File: config.mk
export PLATFORM = sky130hd
export DESIGN_NAME = dip_input_port
export DESIGN_NICKNAME = d
export VERILOG_FILES = /design/src/dip_pkg.sv /design/src/dip_fifo_if.sv /design/src/dip_fifo.sv /design/src/dip_frame_hold.sv /design/src/dip_input_port.sv
export SDC_FILE = /design/constraint.sdc
export NUM_CORES = 1
export LEC_CHECK = 0
export ABC_AREA = 1
export BUFFER_PORTS_ARGS = -buffer_cell sky130_fd_sc_hd__buf_2
export CORE_AREA = 8 8 201 203
export DETAILED_ROUTE_END_ITERATION = 8
export DIE_AREA = 0 0 209 211
export SLEW_MARGIN = 10
export SYNTH_ARGS = -nofsm -noshare
export SYNTH_HDL_FRONTEND = slang
export SYNTH_SLANG_ARGS = --single-unit
File: constraint.sdc
create_clock -name clk_i -period 4.4 [get_ports clk_i]
set_input_delay 1.32 -clock clk_i [delete_from_list [all_inputs] [get_ports clk_i]]
set_output_delay 1.32 -clock clk_i [all_outputs]
set_load 0.005 [all_outputs]
File: src/dip_pkg.sv
// constants, types and register map of the dac input port and fifo
// How it works
// - word and byte modes: frame high steers to I, frame low to Q
// - word mode drops two LSBs on 14-bit, four on 12-bit parts
// - byte mode drops unused low bits of the second byte on narrow parts
// - bus and frame sampled on qualify clock falling edge, held stable by source
// - fifo holds two 16-bit channels, eight entries deep
// - formatted pair written at write pointer, then write pointer advances
// - one entry read per data-rate tick, read pointer advances
// - equal pointers mean empty or overflow; system keeps them apart
// - serial reset always relative; frame reset relative unless fifo rate mode
// - fifo rate mode frame strobe forces write pointer absolutely
// - after request, at next read pointer zero, write pointer takes phase offset
// - acknowledge set while request held, dropped after request removed
// - data rate mode frame strobe loads start level at next read zero
// - fifo rate mode clears read pointer from selected sync edge
// - fifo rate mode loads phase offset right after frame hold interval
// - sync mode bit at zero picks fifo rate when enable bit set; at one, or enable clear, data rate
// - dual-word mode: I from upper bus half, Q from lower
// - level reads as 7-bit thermometer of write minus read pointer
// - warning flag raised when level is one or seven
package dip_pkg;

  // =====================================================
  // sizes
  localparam int BUS_W      = 32;
  localparam int SAMPLE_W   = 16;
  localparam int FIFO_DEPTH = 8;
  localparam int PTR_W      = 3;

  // =====================================================
  // register offsets
  localparam logic [7:0] SYNC_MODE_ADDR    = 8'h10;
  localparam logic [7:0] PHASE_OFFSET_ADDR = 8'h17;
  localparam logic [7:0] INIT_STATUS_ADDR  = 8'h18;
  localparam logic [7:0] FIFO_LEVEL_ADDR   = 8'h19;

  // =====================================================
  // field positions
  localparam int SYNC_EDGE_BIT = 3;
  localparam int SYNC_RATE_BIT = 6;
  localparam int SYNC_EN_BIT   = 7;
  localparam int INIT_REQ_BIT  = 1;
  localparam int INIT_ACK_BIT  = 2;
  localparam int WARN_BIT      = 7;

  // =====================================================
  // reset values
  localparam logic [7:0] SYNC_MODE_RESET    = 8'h00;
  localparam logic [2:0] PHASE_OFFSET_RESET = 3'h4;

  // =====================================================
  // levels, frame hold lengths, resolution masks
  localparam logic [2:0]  LEVEL_LOW  = 3'h1;
  localparam logic [2:0]  LEVEL_HIGH = 3'h7;
  localparam logic [2:0]  HOLD_DUAL  = 3'h1;
  localparam logic [2:0]  HOLD_WORD  = 3'h2;
  localparam logic [2:0]  HOLD_BYTE  = 3'h4;
  localparam logic [15:0] MASK_16    = 16'hFFFF;
  localparam logic [15:0] MASK_14    = 16'hFFFC;
  localparam logic [15:0] MASK_12    = 16'hFFF0;

  typedef enum logic [1:0] {DIP_DUAL_WORD, DIP_WORD, DIP_BYTE} dip_port_mode_t;
  typedef enum logic [1:0] {DIP_RES_16, DIP_RES_14, DIP_RES_12} dip_res_t;

endpackage

File: src/dip_fifo_if.sv
// signals between the input port control and the pointer fifo
`timescale 1ns/1ps
interface dip_fifo_if #(parameter int W = 32, parameter int PW = 3);
  logic          push;
  logic [W-1:0]  push_data;
  logic          push_ready;
  logic          pop;
  logic          pop_valid;
  logic [W-1:0]  pop_data;
  logic          wptr_load;
  logic [PW-1:0] wptr_val;
  logic          rptr_clear;
  logic [PW-1:0] wptr;
  logic [PW-1:0] rptr;

  modport ctrl (output push, push_data, pop, wptr_load, wptr_val, rptr_clear,
                input  push_ready, pop_valid, pop_data, wptr, rptr);
  modport store (input  push, push_data, pop, wptr_load, wptr_val, rptr_clear,
                 output push_ready, pop_valid, pop_data, wptr, rptr);
endinterface

File: src/dip_fifo.sv
// two-channel sample fifo with loadable write and clearable read pointer
`timescale 1ns/1ps
module dip_fifo #(
  parameter int W     = 32,
  parameter int DEPTH = 8
) (
  // clock, reset, enable
  input  logic       clk_i,
  input  logic       rst_n_i,
  input  logic       ce_i,
  // fifo port
  dip_fifo_if.store  f
);
  import dip_pkg::*;

  // depth must be a power of two: pointers wrap by overflow
  localparam int PW = $clog2(DEPTH);

  logic [W-1:0]  mem [DEPTH];
  logic [PW:0]   count;
  logic [PW:0]   next_count;
  logic [PW-1:0] next_wptr;
  logic [PW-1:0] next_rptr;
  logic          do_push;
  logic          do_pop;

  assign f.push_ready = (count != (PW+1)'(DEPTH));
  assign f.pop_valid  = (count != '0);

  always_comb begin
    do_push   = f.push && f.push_ready;
    do_pop    = f.pop && f.pop_valid;
    next_wptr = f.wptr;
    next_rptr = f.rptr;
    if (f.wptr_load) begin
      next_wptr = f.wptr_val;
    end else if (do_push) begin
      next_wptr = f.wptr + 1'b1;
    end
    if (f.rptr_clear) begin
      next_rptr = '0;
    end else if (do_pop) begin
      next_rptr = f.rptr + 1'b1;
    end
    if (f.wptr_load || f.rptr_clear) begin
      next_count = {1'b0, next_wptr - next_rptr};
    end else begin
      next_count = count + (PW+1)'(do_push) - (PW+1)'(do_pop);
    end
  end

  always_ff @(posedge clk_i or negedge rst_n_i) begin
    if (!rst_n_i) begin
      f.wptr <= '0;
      f.rptr <= '0;
      count  <= '0;
    end else if (ce_i) begin
      f.wptr <= next_wptr;
      f.rptr <= next_rptr;
      count  <= next_count;
    end
  end

  always_ff @(posedge clk_i) begin
    if (ce_i && do_push) begin
      mem[f.wptr] <= f.push_data;
    end
  end

  always_ff @(posedge clk_i or negedge rst_n_i) begin
    if (!rst_n_i) begin
      f.pop_data <= '0;
    end else if (ce_i && do_pop) begin
      f.pop_data <= mem[f.rptr];
    end
  end
endmodule

File: src/dip_frame_hold.sv
// counts consecutive captures with frame high and flags the full-pair hold
`timescale 1ns/1ps
module dip_frame_hold #(
  parameter int CW = 3
) (
  // clock, reset, enable
  input  logic          clk_i,
  input  logic          rst_n_i,
  input  logic          ce_i,
  // capture side
  input  logic          strike_i,
  input  logic          frame_i,
  input  logic [CW-1:0] need_i,
  // result
  output logic          hit_o
);
  import dip_pkg::*;

  logic [CW-1:0] run;

  // fires once per high run; the count saturates so it cannot refire
  assign hit_o = strike_i && frame_i && (run == need_i - 1'b1);

  always_ff @(posedge clk_i or negedge rst_n_i) begin
    if (!rst_n_i) begin
      run <= '0;
    end else if (ce_i && strike_i) begin
      if (!frame_i) begin
        run <= '0;
      end else if (run != '1) begin
        run <= run + 1'b1;
      end
    end
  end
endmodule

File: src/dip_input_port.sv
// parallel input data port, sample formatting and fifo pointer control
`timescale 1ns/1ps
module dip_input_port (
  // clock, reset, enable
  input  logic                          clk_i,
  input  logic                          rst_n_i,
  input  logic                          ce_i,
  // parallel data port
  input  logic [dip_pkg::BUS_W-1:0]     data_bus_i,
  input  logic                          frame_i,
  input  logic                          data_qualify_clock_i,
  // static configuration
  input  dip_pkg::dip_port_mode_t       port_mode_i,
  input  dip_pkg::dip_res_t             resolution_i,
  // converter side
  input  logic                          rate_tick_i,
  input  logic                          sync_pos_i,
  input  logic                          sync_neg_i,
  // serial port registers
  input  logic [7:0]                    reg_addr_i,
  input  logic                          reg_wr_i,
  input  logic                          reg_rd_i,
  input  logic [7:0]                    reg_wdata_i,
  output logic [7:0]                    reg_rdata_o,
  // datapath output
  output logic [dip_pkg::SAMPLE_W-1:0]  i_sample_o,
  output logic [dip_pkg::SAMPLE_W-1:0]  q_sample_o,
  output logic                          sample_valid_o,
  output logic                          in_ready_o,
  output logic                          fifo_warn_o
);
  import dip_pkg::*;

  localparam int PAIR_W = 2 * SAMPLE_W;

  // =====================================================
  // capture strike
  logic dqc_d;
  logic strike;

  always_ff @(posedge clk_i or negedge rst_n_i) begin
    if (!rst_n_i) begin
      dqc_d <= 1'b0;
    end else if (ce_i) begin
      dqc_d <= data_qualify_clock_i;
    end
  end

  // falling edge of the qualify clock is the sampling point
  assign strike = dqc_d && !data_qualify_clock_i;

  // =====================================================
  // resolution mask
  logic [SAMPLE_W-1:0] res_mask;

  always_comb begin
    unique case (resolution_i)
      DIP_RES_14: res_mask = MASK_14;
      DIP_RES_12: res_mask = MASK_12;
      default:    res_mask = MASK_16;
    endcase
  end

  // =====================================================
  // sample assembly
  logic [SAMPLE_W-1:0] word_in;
  logic [7:0]          byte_in;
  logic [SAMPLE_W-1:0] i_hold;
  logic [SAMPLE_W-1:0] next_i_hold;
  logic [7:0]          q_hi;
  logic [7:0]          next_q_hi;
  logic                byte_phase;
  logic                next_byte_phase;
  logic                cap_frame;
  logic                push_q;
  logic                next_push;
  logic [PAIR_W-1:0]   push_pair;
  logic [PAIR_W-1:0]   next_pair;
  logic                first_byte;

  assign word_in    = data_bus_i[SAMPLE_W-1:0];
  assign byte_in    = data_bus_i[7:0];
  // a frame edge restarts the byte order, so a slip heals on the next sample
  assign first_byte = (frame_i != cap_frame) || !byte_phase;

  always_comb begin
    next_push       = 1'b0;
    next_pair       = push_pair;
    next_i_hold     = i_hold;
    next_q_hi       = q_hi;
    next_byte_phase = byte_phase;
    if (strike) begin
      unique case (port_mode_i)
        DIP_DUAL_WORD: begin
          next_push = 1'b1;
          next_pair = data_bus_i;
        end
        DIP_WORD: begin
          if (frame_i) begin
            next_i_hold = word_in & res_mask;
          end else begin
            next_push = 1'b1;
            next_pair = {i_hold, word_in & res_mask};
          end
        end
        DIP_BYTE: begin
          if (first_byte) begin
            next_byte_phase = 1'b1;
            if (frame_i) begin
              next_i_hold = {byte_in, 8'h00};
            end else begin
              next_q_hi = byte_in;
            end
          end else begin
            next_byte_phase = 1'b0;
            if (frame_i) begin
              next_i_hold = {i_hold[15:8], byte_in} & res_mask;
            end else begin
              next_push = 1'b1;
              next_pair = {i_hold, {q_hi, byte_in} & res_mask};
            end
          end
        end
        default: begin
          next_push = 1'b0;
        end
      endcase
    end
  end

  always_ff @(posedge clk_i or negedge rst_n_i) begin
    if (!rst_n_i) begin
      i_hold     <= '0;
      q_hi       <= '0;
      byte_phase <= 1'b0;
      cap_frame  <= 1'b0;
      push_q     <= 1'b0;
      push_pair  <= '0;
    end else if (ce_i) begin
      i_hold     <= next_i_hold;
      q_hi       <= next_q_hi;
      byte_phase <= next_byte_phase;
      push_q     <= next_push;
      push_pair  <= next_pair;
      if (strike) begin
        cap_frame <= frame_i;
      end
    end
  end

  // =====================================================
  // registers
  logic [7:0] sync_mode;
  logic [2:0] phase_off;
  logic       init_req;
  logic       init_ack;
  logic [7:0] status_word;
  logic [6:0] therm;
  logic [2:0] level;

  always_ff @(posedge clk_i or negedge rst_n_i) begin
    if (!rst_n_i) begin
      sync_mode <= SYNC_MODE_RESET;
      phase_off <= PHASE_OFFSET_RESET;
      init_req  <= 1'b0;
    end else if (ce_i && reg_wr_i) begin
      unique case (reg_addr_i)
        SYNC_MODE_ADDR:    sync_mode <= reg_wdata_i;
        PHASE_OFFSET_ADDR: phase_off <= reg_wdata_i[2:0];
        INIT_STATUS_ADDR:  init_req  <= reg_wdata_i[INIT_REQ_BIT];
        default:           sync_mode <= sync_mode;
      endcase
    end
  end

  always_comb begin
    status_word               = 8'h00;
    status_word[INIT_REQ_BIT] = init_req;
    status_word[INIT_ACK_BIT] = init_ack;
    status_word[WARN_BIT]     = fifo_warn_o;
  end

  always_ff @(posedge clk_i or negedge rst_n_i) begin
    if (!rst_n_i) begin
      reg_rdata_o <= 8'h00;
    end else if (ce_i && reg_rd_i) begin
      unique case (reg_addr_i)
        SYNC_MODE_ADDR:    reg_rdata_o <= sync_mode;
        PHASE_OFFSET_ADDR: reg_rdata_o <= {5'h00, phase_off};
        INIT_STATUS_ADDR:  reg_rdata_o <= status_word;
        FIFO_LEVEL_ADDR:   reg_rdata_o <= {1'b0, therm};
        default:           reg_rdata_o <= 8'h00;
      endcase
    end
  end

  // =====================================================
  // fifo
  dip_fifo_if #(.W(PAIR_W), .PW(PTR_W)) fif ();

  dip_fifo #(
    .W     (PAIR_W),
    .DEPTH (FIFO_DEPTH)
  ) u_fifo (
    .clk_i   (clk_i),
    .rst_n_i (rst_n_i),
    .ce_i    (ce_i),
    .f       (fif.store)
  );

  logic pop;
  logic out_valid;

  // a tick against an empty fifo is skipped rather than reading stale data
  assign pop            = rate_tick_i && fif.pop_valid;
  assign fif.push       = push_q;
  assign fif.push_data  = push_pair;
  assign fif.pop        = pop;
  assign in_ready_o     = fif.push_ready;
  assign i_sample_o     = fif.pop_data[PAIR_W-1:SAMPLE_W];
  assign q_sample_o     = fif.pop_data[SAMPLE_W-1:0];
  assign sample_valid_o = out_valid;

  always_ff @(posedge clk_i or negedge rst_n_i) begin
    if (!rst_n_i) begin
      out_valid <= 1'b0;
    end else if (ce_i) begin
      out_valid <= pop;
    end
  end

  // =====================================================
  // level and warning
  assign level = fif.wptr - fif.rptr;

  always_comb begin
    for (int k = 0; k < 7; k++) begin
      therm[k] = (level > 3'(k));
    end
  end

  always_ff @(posedge clk_i or negedge rst_n_i) begin
    if (!rst_n_i) begin
      fifo_warn_o <= 1'b0;
    end else if (ce_i) begin
      fifo_warn_o <= (level == LEVEL_LOW) || (level == LEVEL_HIGH);
    end
  end

  // =====================================================
  // pointer resets
  logic       fifo_rate;
  logic       frame_hit;
  logic [2:0] hold_need;
  logic       sync_sel;
  logic       sync_d;
  logic       zero_evt;
  logic       abs_load;
  logic       req_d;
  logic       ser_pend;
  logic       frm_pend;

  assign fifo_rate = sync_mode[SYNC_EN_BIT] && !sync_mode[SYNC_RATE_BIT];

  always_comb begin
    unique case (port_mode_i)
      DIP_DUAL_WORD: hold_need = HOLD_DUAL;
      DIP_WORD:      hold_need = HOLD_WORD;
      default:       hold_need = HOLD_BYTE;
    endcase
  end

  dip_frame_hold #(.CW(3)) u_hold (
    .clk_i    (clk_i),
    .rst_n_i  (rst_n_i),
    .ce_i     (ce_i),
    .strike_i (strike),
    .frame_i  (frame_i),
    .need_i   (hold_need),
    .hit_o    (frame_hit)
  );

  assign sync_sel       = sync_mode[SYNC_EDGE_BIT] ? sync_neg_i : sync_pos_i;
  assign fif.rptr_clear = fifo_rate && sync_sel && !sync_d;
  // wrap from seven or a sync clear both count as the read pointer reaching zero
  assign zero_evt       = (pop && fif.rptr == 3'h7) || fif.rptr_clear;
  assign abs_load       = frame_hit && fifo_rate;
  assign fif.wptr_load  = abs_load || ((ser_pend || frm_pend) && zero_evt);
  assign fif.wptr_val   = phase_off;

  always_ff @(posedge clk_i or negedge rst_n_i) begin
    if (!rst_n_i) begin
      sync_d   <= 1'b0;
      req_d    <= 1'b0;
      ser_pend <= 1'b0;
      frm_pend <= 1'b0;
      init_ack <= 1'b0;
    end else if (ce_i) begin
      sync_d <= sync_sel;
      req_d  <= init_req;
      // a new arm wins over the release in the same cycle
      if (init_req && !req_d) begin
        ser_pend <= 1'b1;
      end else if (zero_evt) begin
        ser_pend <= 1'b0;
      end
      if (frame_hit && !fifo_rate) begin
        frm_pend <= 1'b1;
      end else if (zero_evt) begin
        frm_pend <= 1'b0;
      end
      if (ser_pend && zero_evt && init_req) begin
        init_ack <= 1'b1;
      end else if (!init_req) begin
        init_ack <= 1'b0;
      end
    end
  end
endmodule

==> impl_metrics.toml <==
[clock_network]
htreeDepth = 2
path_clk_slew_ps = 60
cts_inserted_buffers = 41
clock-root-buffer = "clkbuf_16"
insertion_delay_ps = 540
cts_tree = "built"
cts_resized = 0
post_cts_buffers = 0
cts.sinks = 388
clk_path_buf_depth = 3
cts_hold_buf = 0

[timing]
period_share_pct = 86.8
clock_skew_ps = 16.4
max-slew-margin-rel_pct = 21.9
fmax_mhz = 262
drv_slew = 0
rsz0062_at_grt = "false"
hold_violations = 0
worst_slack_ps = 580
fin_crit_ps = 3820
finalSetupViolCount = 0
tightestPinTransition_ps = 1170

[global_routing]
grt.overflow.total = 0
grt_max_degree = 102
grt_antenna_before_repair = 0
grt_usage_pct = 17.8
first_global_vias = 10700
grt_pass1_wl_mm = 62.1

[power]
ir_drop_uv = 328
leakagePower_nw = 7.45
power.density_nw_per_um2 = 599

[floorplan]
dieArea_um2 = 44100
fp-row-count = 71
io_pins = 105
die_h_um = 211
fp.coreArea_um2 = 37100
die_w_um = 209
initial_core_util_pct = 43.5

[route]
drt_pass1_iterations = 5
highest_layer = "met4"
drtIter0Drc = 676
wl_met2_mm = 18.2
via_count = 10700
vias_per_cell = 5.40
drt_wl_total_mm = 38.9
met1_length_mm = 18.1
wl_met3_mm = 2.02
route.detailed.drc = 0
wl_per_cell_um = 19.6
ant_nets = 0

[logic_synthesis]
synth.avg_cell_area_um2 = 11.7
ys_top_cells_by_area = "edfxtp_1 48%, dfrtp_1 20%, nand2_1 5.4%, o21ai_0 4.4%, nor2_1 3.7%"
mappedNetlistArea_um2 = 16200
synth_top_area_share_pct = 47.6
synth-seq-cells = 388
syn_nets = 1462
seq_area_frac_synth_pct = 68.0
ys_warn_count = 0
synth_cell_types = 44
synth_cells = 1376
synth_top_area_cell = "edfxtp_1"

[critical_path]
cp-end-kind = "flip-flop"
path_max_fanout = 4
cp.arrival_ps = 4300
r2r_slack_ps = 1220
crit_type = "primary input to flip-flop"
required_ps = 4880
startpoint_type = "primary input"

[final_layout]
final_layout_size_suffix_gt1_share_pct = 14.5
fin_nets = 1560
fill_cells = 3361
layoutNonFillerInstCount = 1981
syn2layout_area_growth_pct = 14.8

[placed_design]
place_inst = 1905
port-buffer-count = 104
dp_slack_ps = 66.5
place_hpwl_mm = 24.2
routabilityCongestion = 0.819

[run_status]
status = "complete, no violations"

[worst_hold_path]
hp-class = "flip-flop to flip-flop"

[job]
cap_violations = 0
kinds of logic (layout without fill, tap and decap cells):
| group | count (synthesis) | count (layout) | share of synthesized area [%] |
|---|---|---|---|
| XOR/XNOR | 4 | 4 | 0.217 |
| adder cells (fa/ha/maj) | 24 | 24 | 2.00 |
| flip-flops | 388 | 388 | 68.0 |
| AND/OR/NAND/NOR | 482 | 482 | 12.2 |
| multiplexers | 49 | 49 | 3.06 |
| buffers and inverters | 157 | 287 | 4.09 |
| other | 0 | 1 | 0 |
| AO/OA/AOI/OAI | 272 | 272 | 10.5 |
where the power goes:
part / internal (mW) / switching (mW) / leakage [nW]
sequential: 4.50 / 0.509 / 3.94
combinational: 1.02 / 1.72 / 2.86
clock: 1.97 / 1.39 / 0.648
total: 7.49 / 3.62 / 7.45
routing by layer:
layer / track usage (%) / vias up
li1: - / 5114
met1: 25.2 / 5240
met2: 28.3 / 298
met3: 2.91 / 44
met4: 4.40 / 0
met5: 0 / -
sequential cells by signal (all words and copies together), names as in the netlist, 3 cells and up:
name               flops
u_fifo.f.wptr          3
fif.wptr_val           3
u_fifo.f.pop_data     32
sync_mode              8
u_hold.run             3
q_hi                   8
i_hold                16
fif.push_data         32
u_fifo.f.rptr          3
u_fifo.count           4
reg_rdata_o            8
u_fifo.mem           256
cell type report:
class / count / area (µm²) / share of cell area [%]
antenna: 1 / 2.50 / 0.0135
clock buffer: 65 / 1220 / 6.56
clock inverter: 10 / 105 / 0.567
inverter: 84 / 318 / 1.71
multi-input combinational: 831 / 4570 / 24.6
sequential: 388 / 11000 / 59.3
tap: 474 / 593 / 3.20
timing repair buffer: 128 / 744 / 4.01
per-stage QoR:
stage	TNS [ps]	utilization (%)	hold slack [ps]	total power [mW]	area, µm²
global placement	0	46.4	450	7.78	17200
floorplan	-1440	-	442	6.85	16200
detailed placement	0	46.4	459	7.86	17200
CTS	0	50.0	472	11.2	18500
global route	0	50.0	492	11.8	18500
finish	0	50.0	472	11.1	18600
cell usage in the layout (no fill, tap or decap), drive strengths merged, types with 2 or more instances in the layout:
| cell type | instances |
|---|---|
| xnor2 | 2 |
| o21ai | 143 |
| or2 | 2 |
| mux2i | 46 |
| nand2 | 234 |
| o211ai | 10 |
| a22oi | 3 |
| a31oi | 33 |
| buf | 128 |
| xor2 | 2 |
| inv | 85 |
| o41ai | 2 |
| fa | 3 |
| nand3b | 3 |
| a21oi | 10 |
| edfxtp | 256 |
| ha | 21 |
| mux2 | 3 |
| clkbuf | 65 |
| clkinv | 8 |
| o22ai | 13 |
| nand3 | 62 |
| nor4 | 3 |
| nand4 | 4 |
| nor3 | 13 |
| dfrtp | 131 |
| o221ai | 46 |
| nor2 | 161 |
| o32ai | 10 |
cells in the mapped netlist, drive strengths merged:
master,instances
o211ai,10
fa,3
nand3,62
or2,2
o221ai,46
mux2,3
nor3,13
nand2,234
xnor2,2
dfstp,1
a22oi,3
o41ai,2
ha,21
nor2,161
nand3b,3
dfrtp,131
a21oi,10
buf,26
a211oi,1
o22ai,13
xor2,2
edfxtp,256
o31ai,1
mux2i,46
a31oi,33
nor4,3
inv,83
o32ai,10
clkinv,1
clkbuf,47
nand4,4
o21ai,143
worst paths after layout:
path	start	end	cells past startpoint
max	port_mode_i[1]	u_fifo.count[2]$_DFFE_PN0P_	24
min	u_fifo.f.pop_data[21]$_DFFE_PN0P_	u_fifo.f.pop_data[21]$_DFFE_PN0P_	2
max reg2reg	u_fifo.f.rptr[0]$_DFFE_PN0P_	u_fifo.count[2]$_DFFE_PN0P_	18
min reg2reg	u_fifo.f.pop_data[21]$_DFFE_PN0P_	u_fifo.f.pop_data[21]$_DFFE_PN0P_	2
max in group asynchronous	rst_n_i	u_fifo.f.rptr[1]$_DFFE_PN0P_	1
min in group asynchronous	rst_n_i	u_fifo.f.wptr[0]$_DFFE_PN0P_	1
critical path, stage by stage:
cell and delay, ps:
buf_2 120, inv_1 90, ha_1 170, inv_1 70
ha_1 310, inv_1 60, nand2_1 40, nand2_1 70
nand2_1 50, nor2_1 110, nand3_1 150, nand2_1 160
inv_1 90, o21ai_0 270, inv_1 80, ha_1 200
fa_1 470, inv_1 100, nand3_1 80, nand2_1 60
nand3_1 70, nand3_1 70, nand2_1 50, nand2_1 50
No activity file was read; power rests on OpenSTA's default activity.
